--- src/hw/codec_cfg_pkg.sv ---
package codec_cfg_pkg;

	// ==========================================================
	// clock and timing
	localparam int unsigned CLK_MHZ          = 200;
	// one attenuation step of 0.375 dB is taken per slew interval
	localparam int unsigned SLEW_STEP_NS     = 1000;
	localparam int unsigned SLEW_STEP_CYCLES =
		(SLEW_STEP_NS * CLK_MHZ + 999) / 1000 < 1 ? 1 :
		(SLEW_STEP_NS * CLK_MHZ + 999) / 1000;
	localparam int unsigned SLEW_CNT_W       = 12;

	// ==========================================================
	// register map
	localparam int unsigned NUM_REGS   = 9;
	localparam logic [15:0] REG_BASE   = 16'h4018;
	localparam logic [15:0] OFS_TDM    = 16'h4018;
	localparam logic [15:0] OFS_ADC    = 16'h4019;
	localparam logic [15:0] OFS_LVOL   = 16'h401a;
	localparam logic [15:0] OFS_RVOL   = 16'h401b;
	localparam logic [15:0] OFS_LMIX0  = 16'h401c;
	localparam logic [15:0] OFS_LMIX1  = 16'h401d;
	localparam logic [15:0] OFS_RMIX0  = 16'h401e;
	localparam logic [15:0] OFS_RMIX1  = 16'h401f;
	localparam logic [15:0] OFS_LOUT   = 16'h4020;

	localparam logic [3:0] IDX_TDM   = 4'h0;
	localparam logic [3:0] IDX_ADC   = 4'h1;
	localparam logic [3:0] IDX_LVOL  = 4'h2;
	localparam logic [3:0] IDX_RVOL  = 4'h3;
	localparam logic [3:0] IDX_LMIX0 = 4'h4;
	localparam logic [3:0] IDX_LMIX1 = 4'h5;
	localparam logic [3:0] IDX_RMIX0 = 4'h6;
	localparam logic [3:0] IDX_RMIX1 = 4'h7;
	localparam logic [3:0] IDX_LOUT  = 4'h8;

	// writable bits; everything else is reserved and reads zero
	localparam logic [7:0] REG_MASK [NUM_REGS] = '{
		8'h03, 8'h7f, 8'hff, 8'hff, 8'h7f, 8'hff, 8'h7f, 8'hff, 8'h1f};
	localparam logic [7:0] REG_RESET [NUM_REGS] = '{
		8'h00, 8'h10, 8'h00, 8'h00, 8'h00, 8'h00, 8'h00, 8'h00, 8'h00};

	// ==========================================================
	// field positions
	localparam int unsigned SLOT_PAIR_LSB  = 0;
	localparam int unsigned ADC_INV_BIT    = 6;
	localparam int unsigned HPF_BIT        = 5;
	localparam int unsigned DMIC_POL_BIT   = 4;
	localparam int unsigned DMIC_SWAP_BIT  = 3;
	localparam int unsigned SRC_SEL_BIT    = 2;
	localparam int unsigned ADC_EN_LSB     = 0;
	localparam int unsigned MIX_RDAC_BIT   = 6;
	localparam int unsigned MIX_LDAC_BIT   = 5;
	localparam int unsigned MIX_AUX_LSB    = 1;
	localparam int unsigned MIX_EN_BIT     = 0;
	localparam int unsigned BYP_R_LSB      = 4;
	localparam int unsigned BYP_L_LSB      = 0;
	localparam int unsigned LO_RMIX_LSB    = 3;
	localparam int unsigned LO_LMIX_LSB    = 1;
	localparam int unsigned LO_EN_BIT      = 0;

	// ==========================================================
	// gain coding and record path
	localparam logic [3:0] GAIN_CODE_MAX  = 4'h8;
	localparam logic [5:0] GAIN_STEP_DB   = 6'h03;
	localparam logic [5:0] GAIN_OFFSET_DB = 6'h12;
	localparam int unsigned HPF_SHIFT     = 12;
	localparam int unsigned FRAC_SHIFT    = 15;

	function automatic logic reg_hit(input logic [15:0] addr);
		return addr >= REG_BASE && addr < REG_BASE + 16'(NUM_REGS);
	endfunction

	function automatic logic [3:0] reg_index(input logic [15:0] addr);
		logic [15:0] d;
		d = addr - REG_BASE;
		return d[3:0];
	endfunction

	// mixer gain code to signed dB: 1 -> -15 dB, 3 dB per code
	function automatic logic [5:0] gain_db(input logic [3:0] code);
		logic [5:0] db;
		db = 6'h00;
		if (code != 4'h0 && code <= GAIN_CODE_MAX) begin
			db = 6'({2'b00, code} * GAIN_STEP_DB) - GAIN_OFFSET_DB;
		end
		return db;
	endfunction

	// reserved codes above the top step are treated as mute
	function automatic logic gain_mute(input logic [3:0] code);
		return code == 4'h0 || code > GAIN_CODE_MAX;
	endfunction

	// linear factor for 0..15 steps of 0.375 dB, q1.15
	function automatic logic [15:0] atten_frac(input logic [3:0] r);
		logic [15:0] f;
		unique case (r)
			4'h0: f = 16'h8000;
			4'h1: f = 16'h7a98;
			4'h2: f = 16'h756a;
			4'h3: f = 16'h7074;
			4'h4: f = 16'h6bb3;
			4'h5: f = 16'h6726;
			4'h6: f = 16'h62ca;
			4'h7: f = 16'h5e9e;
			4'h8: f = 16'h5a9e;
			4'h9: f = 16'h56ca;
			4'ha: f = 16'h531f;
			4'hb: f = 16'h4f9c;
			4'hc: f = 16'h4c3f;
			4'hd: f = 16'h4906;
			4'he: f = 16'h45f0;
			4'hf: f = 16'h42fc;
		endcase
		return f;
	endfunction

endpackage
--- src/hw/atten_slew.sv ---
`timescale 1ns/10ps
`default_nettype none

// walks the applied attenuation one code at a time toward the target
module atten_slew
	import codec_cfg_pkg::*;
(
	input  wire logic       ref_clk,
	input  wire logic       nrst,
	input  wire logic       ce,
	input  wire logic [7:0] target,
	output var  logic [7:0] level_q,
	output var  logic       settled_q
);

	logic [SLEW_CNT_W-1:0] tick_q;
	logic                  tick;

	assign tick = tick_q == SLEW_CNT_W'(SLEW_STEP_CYCLES - 1);

	always_ff @(posedge ref_clk or negedge nrst) begin
		if (!nrst) begin
			tick_q <= '0;
		end else if (ce) begin
			tick_q <= tick ? '0 : tick_q + 1'b1;
		end
	end

	// gradual steps avoid zipper noise on large volume changes
	always_ff @(posedge ref_clk or negedge nrst) begin
		if (!nrst) begin
			level_q <= 8'h00;
		end else if (ce && tick) begin
			if (level_q < target) begin
				level_q <= level_q + 8'h01; // RL7
			end else if (level_q > target) begin
				level_q <= level_q - 8'h01; // RL7
			end
		end
	end

	always_ff @(posedge ref_clk or negedge nrst) begin
		if (!nrst) begin
			settled_q <= 1'b1;
		end else if (ce) begin
			settled_q <= level_q == target;
		end
	end

endmodule // atten_slew

`default_nettype wire

--- src/hw/codec_adc_mixer_config_regs.sv ---
// Summary of operation
// (RL1) The adc record pair sits in tdm slot pair 0..3 as chosen by a two-bit field, first by default.
// (RL2) Bit 6 of adc control inverts the adc input polarity when set, normal after reset.
// (RL3) Bit 5 switches on a high-pass filter with a corner near 2 Hz at 48 kHz, off after reset.
// (RL4) Bit 4 clear inverts microphone data, set (the reset value) passes it unchanged.
// (RL5) Bit 3 set exchanges the left and right microphone channels.
// (RL6) The two low bits enable no adc, left only, right only or both, none after reset.
// (RL7) Each channel volume attenuates 0.375 dB per code from 0 dB at zero and slews to new settings.
// (RL8) Channel volume applies to that side's record data from either the adc or the microphone.
// (RL9) Left playback mixer bits 6 and 5 unmute the right and left dac inputs, muted after reset.
// (RL10) Left mixer aux gain in bits 4..1 mutes at zero and runs -15 dB to +6 dB in 3 dB steps.
// (RL11) Bit 0 of the left playback mixer enables it, disabled after reset.
// (RL12) Each playback mixer has right bypass gain in the high nibble and left in the low nibble.
// (RL13) Right playback mixer bits 6 and 5 unmute the right and left dac inputs, muted after reset.
// (RL14) Right mixer aux gain in bits 4..1 is coded like the left one and resets to mute.
// (RL15) Bit 0 of the right playback mixer enables it, disabled after reset.
// (RL16) Line-out boost fields mute at 00, give 0 dB at 01 and 6 dB at 10; bit 0 enables the mixer.
// (RL17) Software writes zero to reserved bits and uses no reserved codes; reserved bits read zero.
`timescale 1ns/10ps
`default_nettype none

module codec_adc_mixer_config_regs
	import codec_cfg_pkg::*;
(
	input  wire logic        ref_clk,
	input  wire logic        nrst,
	input  wire logic        ce,
	// register port
	input  wire logic [15:0] reg_addr,
	input  wire logic        reg_wr,
	input  wire logic        reg_rd,
	input  wire logic [7:0]  reg_wdata,
	output var  logic [7:0]  reg_rdata,
	// record samples in
	input  wire logic        sample_valid,
	input  wire logic [23:0] adc_l_sample,
	input  wire logic [23:0] adc_r_sample,
	input  wire logic [23:0] dmic_l_sample,
	input  wire logic [23:0] dmic_r_sample,
	// record samples out
	output var  logic [23:0] rec_l_sample,
	output var  logic [23:0] rec_r_sample,
	output var  logic        rec_l_valid,
	output var  logic        rec_r_valid,
	// adc and tdm state
	output var  logic [1:0]  adc_slot_pair,
	output var  logic [2:0]  tdm_left_slot,
	output var  logic [2:0]  tdm_right_slot,
	output var  logic [1:0]  adc_channel_enable,
	output var  logic        adc_highpass_on,
	output var  logic        input_source_select,
	output var  logic [7:0]  left_input_atten,
	output var  logic [7:0]  right_input_atten,
	output var  logic        atten_settled,
	// playback mixers
	output var  logic        lmix_rdac_unmute,
	output var  logic        lmix_ldac_unmute,
	output var  logic [3:0]  lmix_aux_gain,
	output var  logic        lmix_enable,
	output var  logic [3:0]  lmix_lbypass_gain,
	output var  logic [3:0]  lmix_rbypass_gain,
	output var  logic        rmix_rdac_unmute,
	output var  logic        rmix_ldac_unmute,
	output var  logic [3:0]  rmix_aux_gain,
	output var  logic        rmix_enable,
	output var  logic [3:0]  rmix_lbypass_gain,
	output var  logic [3:0]  rmix_rbypass_gain,
	// decoded mixer gains, signed dB, with mute flags
	output var  logic [5:0]  lmix_aux_db,
	output var  logic [5:0]  lmix_lbypass_db,
	output var  logic [5:0]  lmix_rbypass_db,
	output var  logic [5:0]  rmix_aux_db,
	output var  logic [5:0]  rmix_lbypass_db,
	output var  logic [5:0]  rmix_rbypass_db,
	output var  logic [5:0]  mix_gain_mute,
	// left line-out mixer
	output var  logic [1:0]  lineout_l_from_rmix_boost,
	output var  logic [1:0]  lineout_l_from_lmix_boost,
	output var  logic        lineout_l_mixer_enable,
	output var  logic        lineout_l_rmix_on,
	output var  logic        lineout_l_lmix_on
);

	// ==========================================================
	// register file
	logic [7:0]  cfg_q [NUM_REGS];
	logic [7:0]  rdata_q;
	logic        hit;
	logic [3:0]  idx;

	assign hit = reg_hit(reg_addr);
	assign idx = reg_index(reg_addr);

	always_ff @(posedge ref_clk or negedge nrst) begin
		if (!nrst) begin
			for (int i = 0; i < NUM_REGS; i++) begin
				cfg_q[i] <= REG_RESET[i];
			end
		end else if (ce && reg_wr && hit) begin
			// reserved bits read back zero
			cfg_q[idx] <= reg_wdata & REG_MASK[idx]; // RL17
		end
	end

	// unmapped reads return zero; data is held until the next read
	always_ff @(posedge ref_clk or negedge nrst) begin
		if (!nrst) begin
			rdata_q <= 8'h00;
		end else if (ce && reg_rd) begin
			rdata_q <= hit ? cfg_q[idx] : 8'h00;
		end
	end

	assign reg_rdata = rdata_q;

	// ==========================================================
	// field views
	logic [7:0] adc_r;
	logic [7:0] lm0;
	logic [7:0] lm1;
	logic [7:0] rm0;
	logic [7:0] rm1;
	logic [7:0] lo;

	assign adc_r = cfg_q[IDX_ADC];
	assign lm0   = cfg_q[IDX_LMIX0];
	assign lm1   = cfg_q[IDX_LMIX1];
	assign rm0   = cfg_q[IDX_RMIX0];
	assign rm1   = cfg_q[IDX_RMIX1];
	assign lo    = cfg_q[IDX_LOUT];

	assign adc_slot_pair       = cfg_q[IDX_TDM][SLOT_PAIR_LSB +: 2];
	assign tdm_left_slot       = {adc_slot_pair, 1'b0}; // RL1
	assign tdm_right_slot      = {adc_slot_pair, 1'b1}; // RL1
	assign adc_channel_enable  = adc_r[ADC_EN_LSB +: 2];
	assign adc_highpass_on     = adc_r[HPF_BIT];
	assign input_source_select = adc_r[SRC_SEL_BIT];

	assign lmix_rdac_unmute  = lm0[MIX_RDAC_BIT]; // RL9
	assign lmix_ldac_unmute  = lm0[MIX_LDAC_BIT]; // RL9
	assign lmix_aux_gain     = lm0[MIX_AUX_LSB +: 4]; // RL10
	assign lmix_enable       = lm0[MIX_EN_BIT]; // RL11
	assign lmix_rbypass_gain = lm1[BYP_R_LSB +: 4]; // RL12
	assign lmix_lbypass_gain = lm1[BYP_L_LSB +: 4]; // RL12
	assign rmix_rdac_unmute  = rm0[MIX_RDAC_BIT]; // RL13
	assign rmix_ldac_unmute  = rm0[MIX_LDAC_BIT]; // RL13
	assign rmix_aux_gain     = rm0[MIX_AUX_LSB +: 4]; // RL14
	assign rmix_enable       = rm0[MIX_EN_BIT]; // RL15
	assign rmix_rbypass_gain = rm1[BYP_R_LSB +: 4]; // RL12
	assign rmix_lbypass_gain = rm1[BYP_L_LSB +: 4]; // RL12

	assign lineout_l_from_rmix_boost = lo[LO_RMIX_LSB +: 2]; // RL16
	assign lineout_l_from_lmix_boost = lo[LO_LMIX_LSB +: 2]; // RL16
	assign lineout_l_mixer_enable    = lo[LO_EN_BIT]; // RL16

	// ==========================================================
	// decoded mixer gains
	// decode trails the register by a cycle
	always_ff @(posedge ref_clk or negedge nrst) begin
		if (!nrst) begin
			lmix_aux_db     <= 6'h00;
			lmix_lbypass_db <= 6'h00;
			lmix_rbypass_db <= 6'h00;
			rmix_aux_db     <= 6'h00;
			rmix_lbypass_db <= 6'h00;
			rmix_rbypass_db <= 6'h00;
			mix_gain_mute   <= 6'h3f;
		end else if (ce) begin
			lmix_aux_db     <= gain_db(lmix_aux_gain); // RL10
			lmix_lbypass_db <= gain_db(lmix_lbypass_gain); // RL12
			lmix_rbypass_db <= gain_db(lmix_rbypass_gain); // RL12
			rmix_aux_db     <= gain_db(rmix_aux_gain); // RL14
			rmix_lbypass_db <= gain_db(rmix_lbypass_gain); // RL12
			rmix_rbypass_db <= gain_db(rmix_rbypass_gain); // RL12
			mix_gain_mute   <= {
				gain_mute(rmix_rbypass_gain), // RL12
				gain_mute(rmix_lbypass_gain), // RL12
				gain_mute(rmix_aux_gain), // RL14
				gain_mute(lmix_rbypass_gain), // RL12
				gain_mute(lmix_lbypass_gain), // RL12
				gain_mute(lmix_aux_gain)}; // RL10
		end
	end

	// reserved boost code 11 is kept off rather than guessed at
	function automatic logic boost_on(input logic en, input logic [1:0] code);
		return en && code != 2'b00 && code != 2'b11;
	endfunction

	always_ff @(posedge ref_clk or negedge nrst) begin
		if (!nrst) begin
			lineout_l_rmix_on <= 1'b0;
			lineout_l_lmix_on <= 1'b0;
		end else if (ce) begin
			lineout_l_rmix_on <= boost_on(lineout_l_mixer_enable, lineout_l_from_rmix_boost); // RL16
			lineout_l_lmix_on <= boost_on(lineout_l_mixer_enable, lineout_l_from_lmix_boost); // RL16
		end
	end

	// ==========================================================
	// volume slewing
	logic l_settled;
	logic r_settled;

	atten_slew u_lslew (
		.ref_clk   (ref_clk),
		.nrst      (nrst),
		.ce        (ce),
		.target    (cfg_q[IDX_LVOL]),
		.level_q   (left_input_atten),
		.settled_q (l_settled)
	);

	atten_slew u_rslew (
		.ref_clk   (ref_clk),
		.nrst      (nrst),
		.ce        (ce),
		.target    (cfg_q[IDX_RVOL]),
		.level_q   (right_input_atten),
		.settled_q (r_settled)
	);

	// both sides must land before settled
	assign atten_settled = l_settled & r_settled;

	// ==========================================================
	// record path, stage one: source, polarity, high-pass
	function automatic logic signed [23:0] neg24(input logic signed [23:0] x);
		// most negative value saturates instead of wrapping
		return (x == 24'sh80_0000) ? 24'sh7f_ffff : -x;
	endfunction

	function automatic logic signed [23:0] sat24(input logic signed [31:0] x);
		logic signed [23:0] y;
		y = x[23:0];
		if (x > 32'sh007f_ffff) begin
			y = 24'sh7f_ffff;
		end else if (x < -32'sh0080_0000) begin
			y = 24'sh80_0000;
		end
		return y;
	endfunction

	// sign flip shared by both sources
	function automatic logic signed [23:0] flip24(input logic signed [23:0] x, input logic inv);
		return inv ? neg24(x) : x;
	endfunction

	logic signed [23:0] adc_in [2];
	logic signed [23:0] mic_in [2];
	logic signed [23:0] src    [2];
	logic signed [31:0] hp_y   [2];
	logic signed [23:0] hpx_q  [2];
	logic signed [31:0] hpy_q  [2];
	logic signed [23:0] st1_q  [2];
	logic               st1_valid_q;

	always_comb begin
		adc_in[0] = adc_l_sample;
		adc_in[1] = adc_r_sample;
		mic_in[0] = adc_r[DMIC_SWAP_BIT] ? dmic_r_sample : dmic_l_sample; // RL5
		mic_in[1] = adc_r[DMIC_SWAP_BIT] ? dmic_l_sample : dmic_r_sample; // RL5
		for (int c = 0; c < 2; c++) begin
			if (input_source_select) begin
				src[c] = flip24(mic_in[c], !adc_r[DMIC_POL_BIT]); // RL4
			end else begin
				src[c] = flip24(adc_in[c], adc_r[ADC_INV_BIT]); // RL2
			end
			// one-pole dc blocker; shift of 12 puts the corner near 2 Hz at 48 kHz
			hp_y[c] = 32'(src[c]) - 32'(hpx_q[c]) + hpy_q[c]
				- (hpy_q[c] >>> HPF_SHIFT); // RL3
		end
	end

	always_ff @(posedge ref_clk or negedge nrst) begin
		if (!nrst) begin
			for (int c = 0; c < 2; c++) begin
				hpx_q[c] <= 24'sh00_0000;
				hpy_q[c] <= 32'sh0000_0000;
				st1_q[c] <= 24'sh00_0000;
			end
		end else if (ce && sample_valid) begin
			for (int c = 0; c < 2; c++) begin
				if (adc_highpass_on && adc_channel_enable[c]) begin
					hpx_q[c] <= src[c]; // RL3
					hpy_q[c] <= hp_y[c]; // RL3
					st1_q[c] <= sat24(hp_y[c]); // RL3
				end else begin
					// filter state restarts clean when it is switched back on
					hpx_q[c] <= 24'sh00_0000;
					hpy_q[c] <= 32'sh0000_0000;
					st1_q[c] <= src[c];
				end
			end
		end
	end

	always_ff @(posedge ref_clk or negedge nrst) begin
		if (!nrst) begin
			st1_valid_q <= 1'b0;
		end else if (ce) begin
			st1_valid_q <= sample_valid;
		end
	end

	// ==========================================================
	// record path, stage two: digital volume
	logic [7:0]         att   [2];
	logic signed [40:0] prod  [2];
	logic signed [40:0] scal  [2];

	assign att[0] = left_input_atten;
	assign att[1] = right_input_atten;

	// 16 steps make 6 dB: high nibble shifts, low nibble picks the fraction
	always_comb begin
		for (int c = 0; c < 2; c++) begin
			prod[c] = 41'(st1_q[c]) * 41'($signed({1'b0, atten_frac(att[c][3:0])})); // RL7
			scal[c] = prod[c] >>> (5'(FRAC_SHIFT) + {1'b0, att[c][7:4]}); // RL7
		end
	end

	always_ff @(posedge ref_clk or negedge nrst) begin
		if (!nrst) begin
			rec_l_sample <= 24'h00_0000;
			rec_r_sample <= 24'h00_0000;
			rec_l_valid  <= 1'b0;
			rec_r_valid  <= 1'b0;
		end else if (ce) begin
			rec_l_valid <= st1_valid_q && adc_channel_enable[0]; // RL6
			rec_r_valid <= st1_valid_q && adc_channel_enable[1]; // RL6
			if (st1_valid_q) begin
				// same volume stage whatever the source was
				rec_l_sample <= adc_channel_enable[0] ? scal[0][23:0] : 24'h00_0000; // RL8
				rec_r_sample <= adc_channel_enable[1] ? scal[1][23:0] : 24'h00_0000; // RL8
			end
		end
	end

endmodule // codec_adc_mixer_config_regs

`default_nettype wire

--- config.mk ---
export PLATFORM = sky130hd
export DESIGN_NAME = codec_adc_mixer_config_regs
export DESIGN_NICKNAME = d
export VERILOG_FILES = /design/src/hw/codec_cfg_pkg.sv /design/src/hw/atten_slew.sv /design/src/hw/codec_adc_mixer_config_regs.sv
export SDC_FILE = /design/constraint.sdc
export NUM_CORES = 2
export LEC_CHECK = 0
export ABC_CLOCK_PERIOD_IN_PS = 26100
export BUFFER_PORTS_ARGS = -buffer_cell sky130_fd_sc_hd__buf_2
export CORE_MARGIN = 10
export CORE_UTILIZATION = 40
export CTS_CLUSTER_DIAMETER = 30
export DETAILED_ROUTE_END_ITERATION = 10
export PLACE_DENSITY_LB_ADDON = 0.12
export SYNTH_ARGS = -nofsm -noshare
export SYNTH_HDL_FRONTEND = slang
export SYNTH_SLANG_ARGS = --single-unit
--- constraint.sdc ---
create_clock -name ref_clk -period 26.1 [get_ports ref_clk]
set_input_delay 1.305 -clock ref_clk [delete_from_list [all_inputs] [get_ports ref_clk]]
set_output_delay 1.305 -clock ref_clk [all_outputs]
set_load 0.03 [all_outputs]
==> results_dict.tcl <==
set metrics [dict create \
    status "complete, no violations" \
    synthTopCellsByArea "fa_1 29%, dfrtp_1 15%, inv_1 8.1%" \
    finalInstanceArea_um2 68700 \
    post_dp_cell_area_um2 64300 \
    ys.flop_type "dfrtp_1" \
    die_y_um 411 \
    synth_cell_types 105 \
    fin_crit_sh_pct 37.9 \
    setup_tns_ps 0 \
    netlist_instances 7193 \
    synth_area_um2 61200 \
    die_area_um2 169000 \
    yosysMostFrequentCell "inv_1" \
    antenna_cells 0 \
    slew_headroom_pct 19.6 \
    routed_wirelength_um 194000 \
    wl_met3_um 11900 \
    drive_above_1_share_pct 10.1 \
    synthArstFlopShare_pct 100 \
    first_iter_violations 3586 \
    synth.top_cell.area_share_pct 28.6 \
    antenna_found_initial 11 \
    synth_commonest_cells "1317 x inv_1, 975 x nand2_1, 874 x fa_1" \
    start_kind "flip-flop" \
    grt_pass1_vias 52500 \
    fillers 15100 \
    hold_ws_ps 470 \
    cts_sinks 377 \
    skew_ps 70.2 \
    avgViaCountPerCell 5.37 \
    grt_pass1_wl_um 309000 \
    num_vias 50600 \
    multi_input_area_um2 45300 \
    max_clock_freq_mhz 101 \
    post_drt_wl_per_cell_um 20.6 \
    dp_hpwl_um 153000 \
    rsz0062_at_grt "false" \
    met2WireLength_um 85900 \
    worst_pin_slew_ps 1210 \
    grt-ovfl-total 0 \
    slew_violations 0 \
    cp_max_fo 34 \
    numCtsBuffers 112 \
    synthToLayoutAreaGrowth_pct 12.3 \
    start_util_pct 40.3 \
    htree_levels 3 \
    cts_hold_buffers 0 \
    yosys.area.top_type "fa_1" \
    port_buffers 289 \
    required_ps 26650 \
    clk_pin_slew_ps 40 \
    final_nets 8660 \
    dr.pass1.iters 7 \
    chipWidth_um 411 \
    gp_congestion 0.921 \
    ys_seq_area_share_pct 15.4 \
    dp_slack_ps 16270 \
    cap_viol_max_count 0 \
    coreArea_um2 152000 \
    insertion_delay_ps 750 \
    post_cts_buffers 0 \
    synth_seq_cells 377 \
    cts_root_buf "clkbuf_16" \
    cts.path.max_buffers 3 \
    min_period_ps 9900 \
    cts_tree "done" \
    setup_viol 0 \
    grt_usage_pct 22.8 \
    yosys_warnings 0 \
    synth.avg_cell_area_um2 8.50 \
    synth_enable_flop_cells 0 \
    worstHoldPathType "flip-flop to flip-flop" \
    cp.arrival_ps 10450 \
    route.detailed.drc 0 \
    grt_max_degree 79 \
    ctsResizeCount 0 \
    ioPinCount 292 \
    critPathKind "flip-flop to flip-flop" \
    top_layer_used "met5" \
    hold_viol_final 0 \
    rows 143 \
    wl_met1_um 92300 \
    timing.final.ws_setup_ps 16200 \
    ant_nets 0 \
    cp-end-kind "flip-flop" \
    syn-num-nets 8559 \
    seqCellArea_um2 9450 \
]
[metal layers]
metal,track usage [%],vias to the layer above
li1,-,23400
met1,33.0,25500
met2,35.7,1437
met3,4.05,236
met4,4.60,6
met5,0,-
[worst max-delay path, stage by stage, from the launching register on]
cell and delay (ps):
dfrtp_1 990, nand2b_1 240, nand2_1 60, o21ai_0 80
nand2_1 670, and2_1 520, fa_1 610, fa_1 750
inv_1 150, fa_1 500, fa_1 570, fa_1 430
fa_1 490, inv_1 40, ha_1 410, nand2_1 240
or3_1 430, o211ai_1 380, a22oi_1 160, a31oi_1 230
xor2_1 720, a221oi_1 370, mux2i_1 310, a221oi_1 130
a211o_1 290
[area by class of cell]
type / instances / share of cell area (%)
clock inverters: 73 / 1.93
clock buffers: 137 / 4.45
repair buffers: 371 / 3.02
well taps: 2030 / 3.70
multi-input cells: 5113 / 66.0
flip-flops and latches: 377 / 13.8
inverters: 1319 / 7.20
[kinds of logic (layout without fill, tap and decap cells)]
family / after synthesis / after routing / share of synthesized area, %
adder cells (fa/ha/maj): 1240 / 1240 / 36.1
buffers and inverters: 1703 / 1900 / 10.8
flip-flops: 377 / 377 / 15.4
AO/OA/AOI/OAI: 1337 / 1337 / 14.3
other: 2 / 2 / 0.0123
multiplexers: 178 / 178 / 3.62
XOR/XNOR: 276 / 276 / 3.96
AND/OR/NAND/NOR: 2080 / 2080 / 15.8
[worst paths after layout]
path | startpoint | to | slack (ps) | depth (start not counted)
max in group asynchronous | nrst | st1_q[12]$_DFFE_PN0P_ | 23260 | 3
min | u_lslew.tick_q[11]$_DFFE_PN0P_ | u_lslew.tick_q[11]$_DFFE_PN0P_ | 470 | 1
max | u_rslew.level_q[3]$_DFFE_PN0P_ | rec_r_sample[9]$_DFFE_PN0P_ | 16200 | 24
min in group asynchronous | nrst | rmix_aux_db[1]$_DFFE_PN0P_ | 540 | 1
max reg2reg | u_rslew.level_q[3]$_DFFE_PN0P_ | rec_r_sample[9]$_DFFE_PN0P_ | 16200 | 24
min reg2reg | u_lslew.tick_q[11]$_DFFE_PN0P_ | u_lslew.tick_q[11]$_DFFE_PN0P_ | 470 | 1
[state kept, by name, indices dropped and copies added, names as in the netlist, 12 cells and up]
signal	flops
cfg_q	22
hpx_q	48
hpy_q	64
rec_l_sample	24
rec_r_sample	24
st1_q	48
u_lslew.tick_q	12
u_rslew.tick_q	12
[through the flow]
step / util [%] / instances
floorplan: - / 7193
global placement: 42.4 / 9210
detailed placement: 42.4 / 9210
CTS: 45.2 / 9420
global route: 45.2 / 9420
finish: 45.2 / 9420
[placed cells by master, fill, tap and decap left out, types with 68 or more instances in the layout]
master | netlist | routed
fa_1 | 874 | 874
ha_1 | 366 | 366
o22ai_1 | 85 | 85
nor2_1 | 322 | 319
xnor2_1 | 172 | 167
inv_1 | 1317 | 1317
clkbuf_16 | 0 | 112
and2_1 | 277 | 276
buf_2 | 28 | 287
a21oi_1 | 266 | 265
xor2_1 | 103 | 101
nor2b_1 | 75 | 75
buf_4 | 38 | 83
a21o_1 | 77 | 77
nand3_1 | 92 | 91
dfrtp_1 | 368 | 365
nand2_1 | 975 | 973
and3_1 | 91 | 91
mux2i_1 | 96 | 96
o21ai_0 | 344 | 332
nor3_1 | 68 | 68
Power is left out: the tool's default activity adds up to more than one toggle a clock period on the data nets, which glitch-free logic cannot reach.
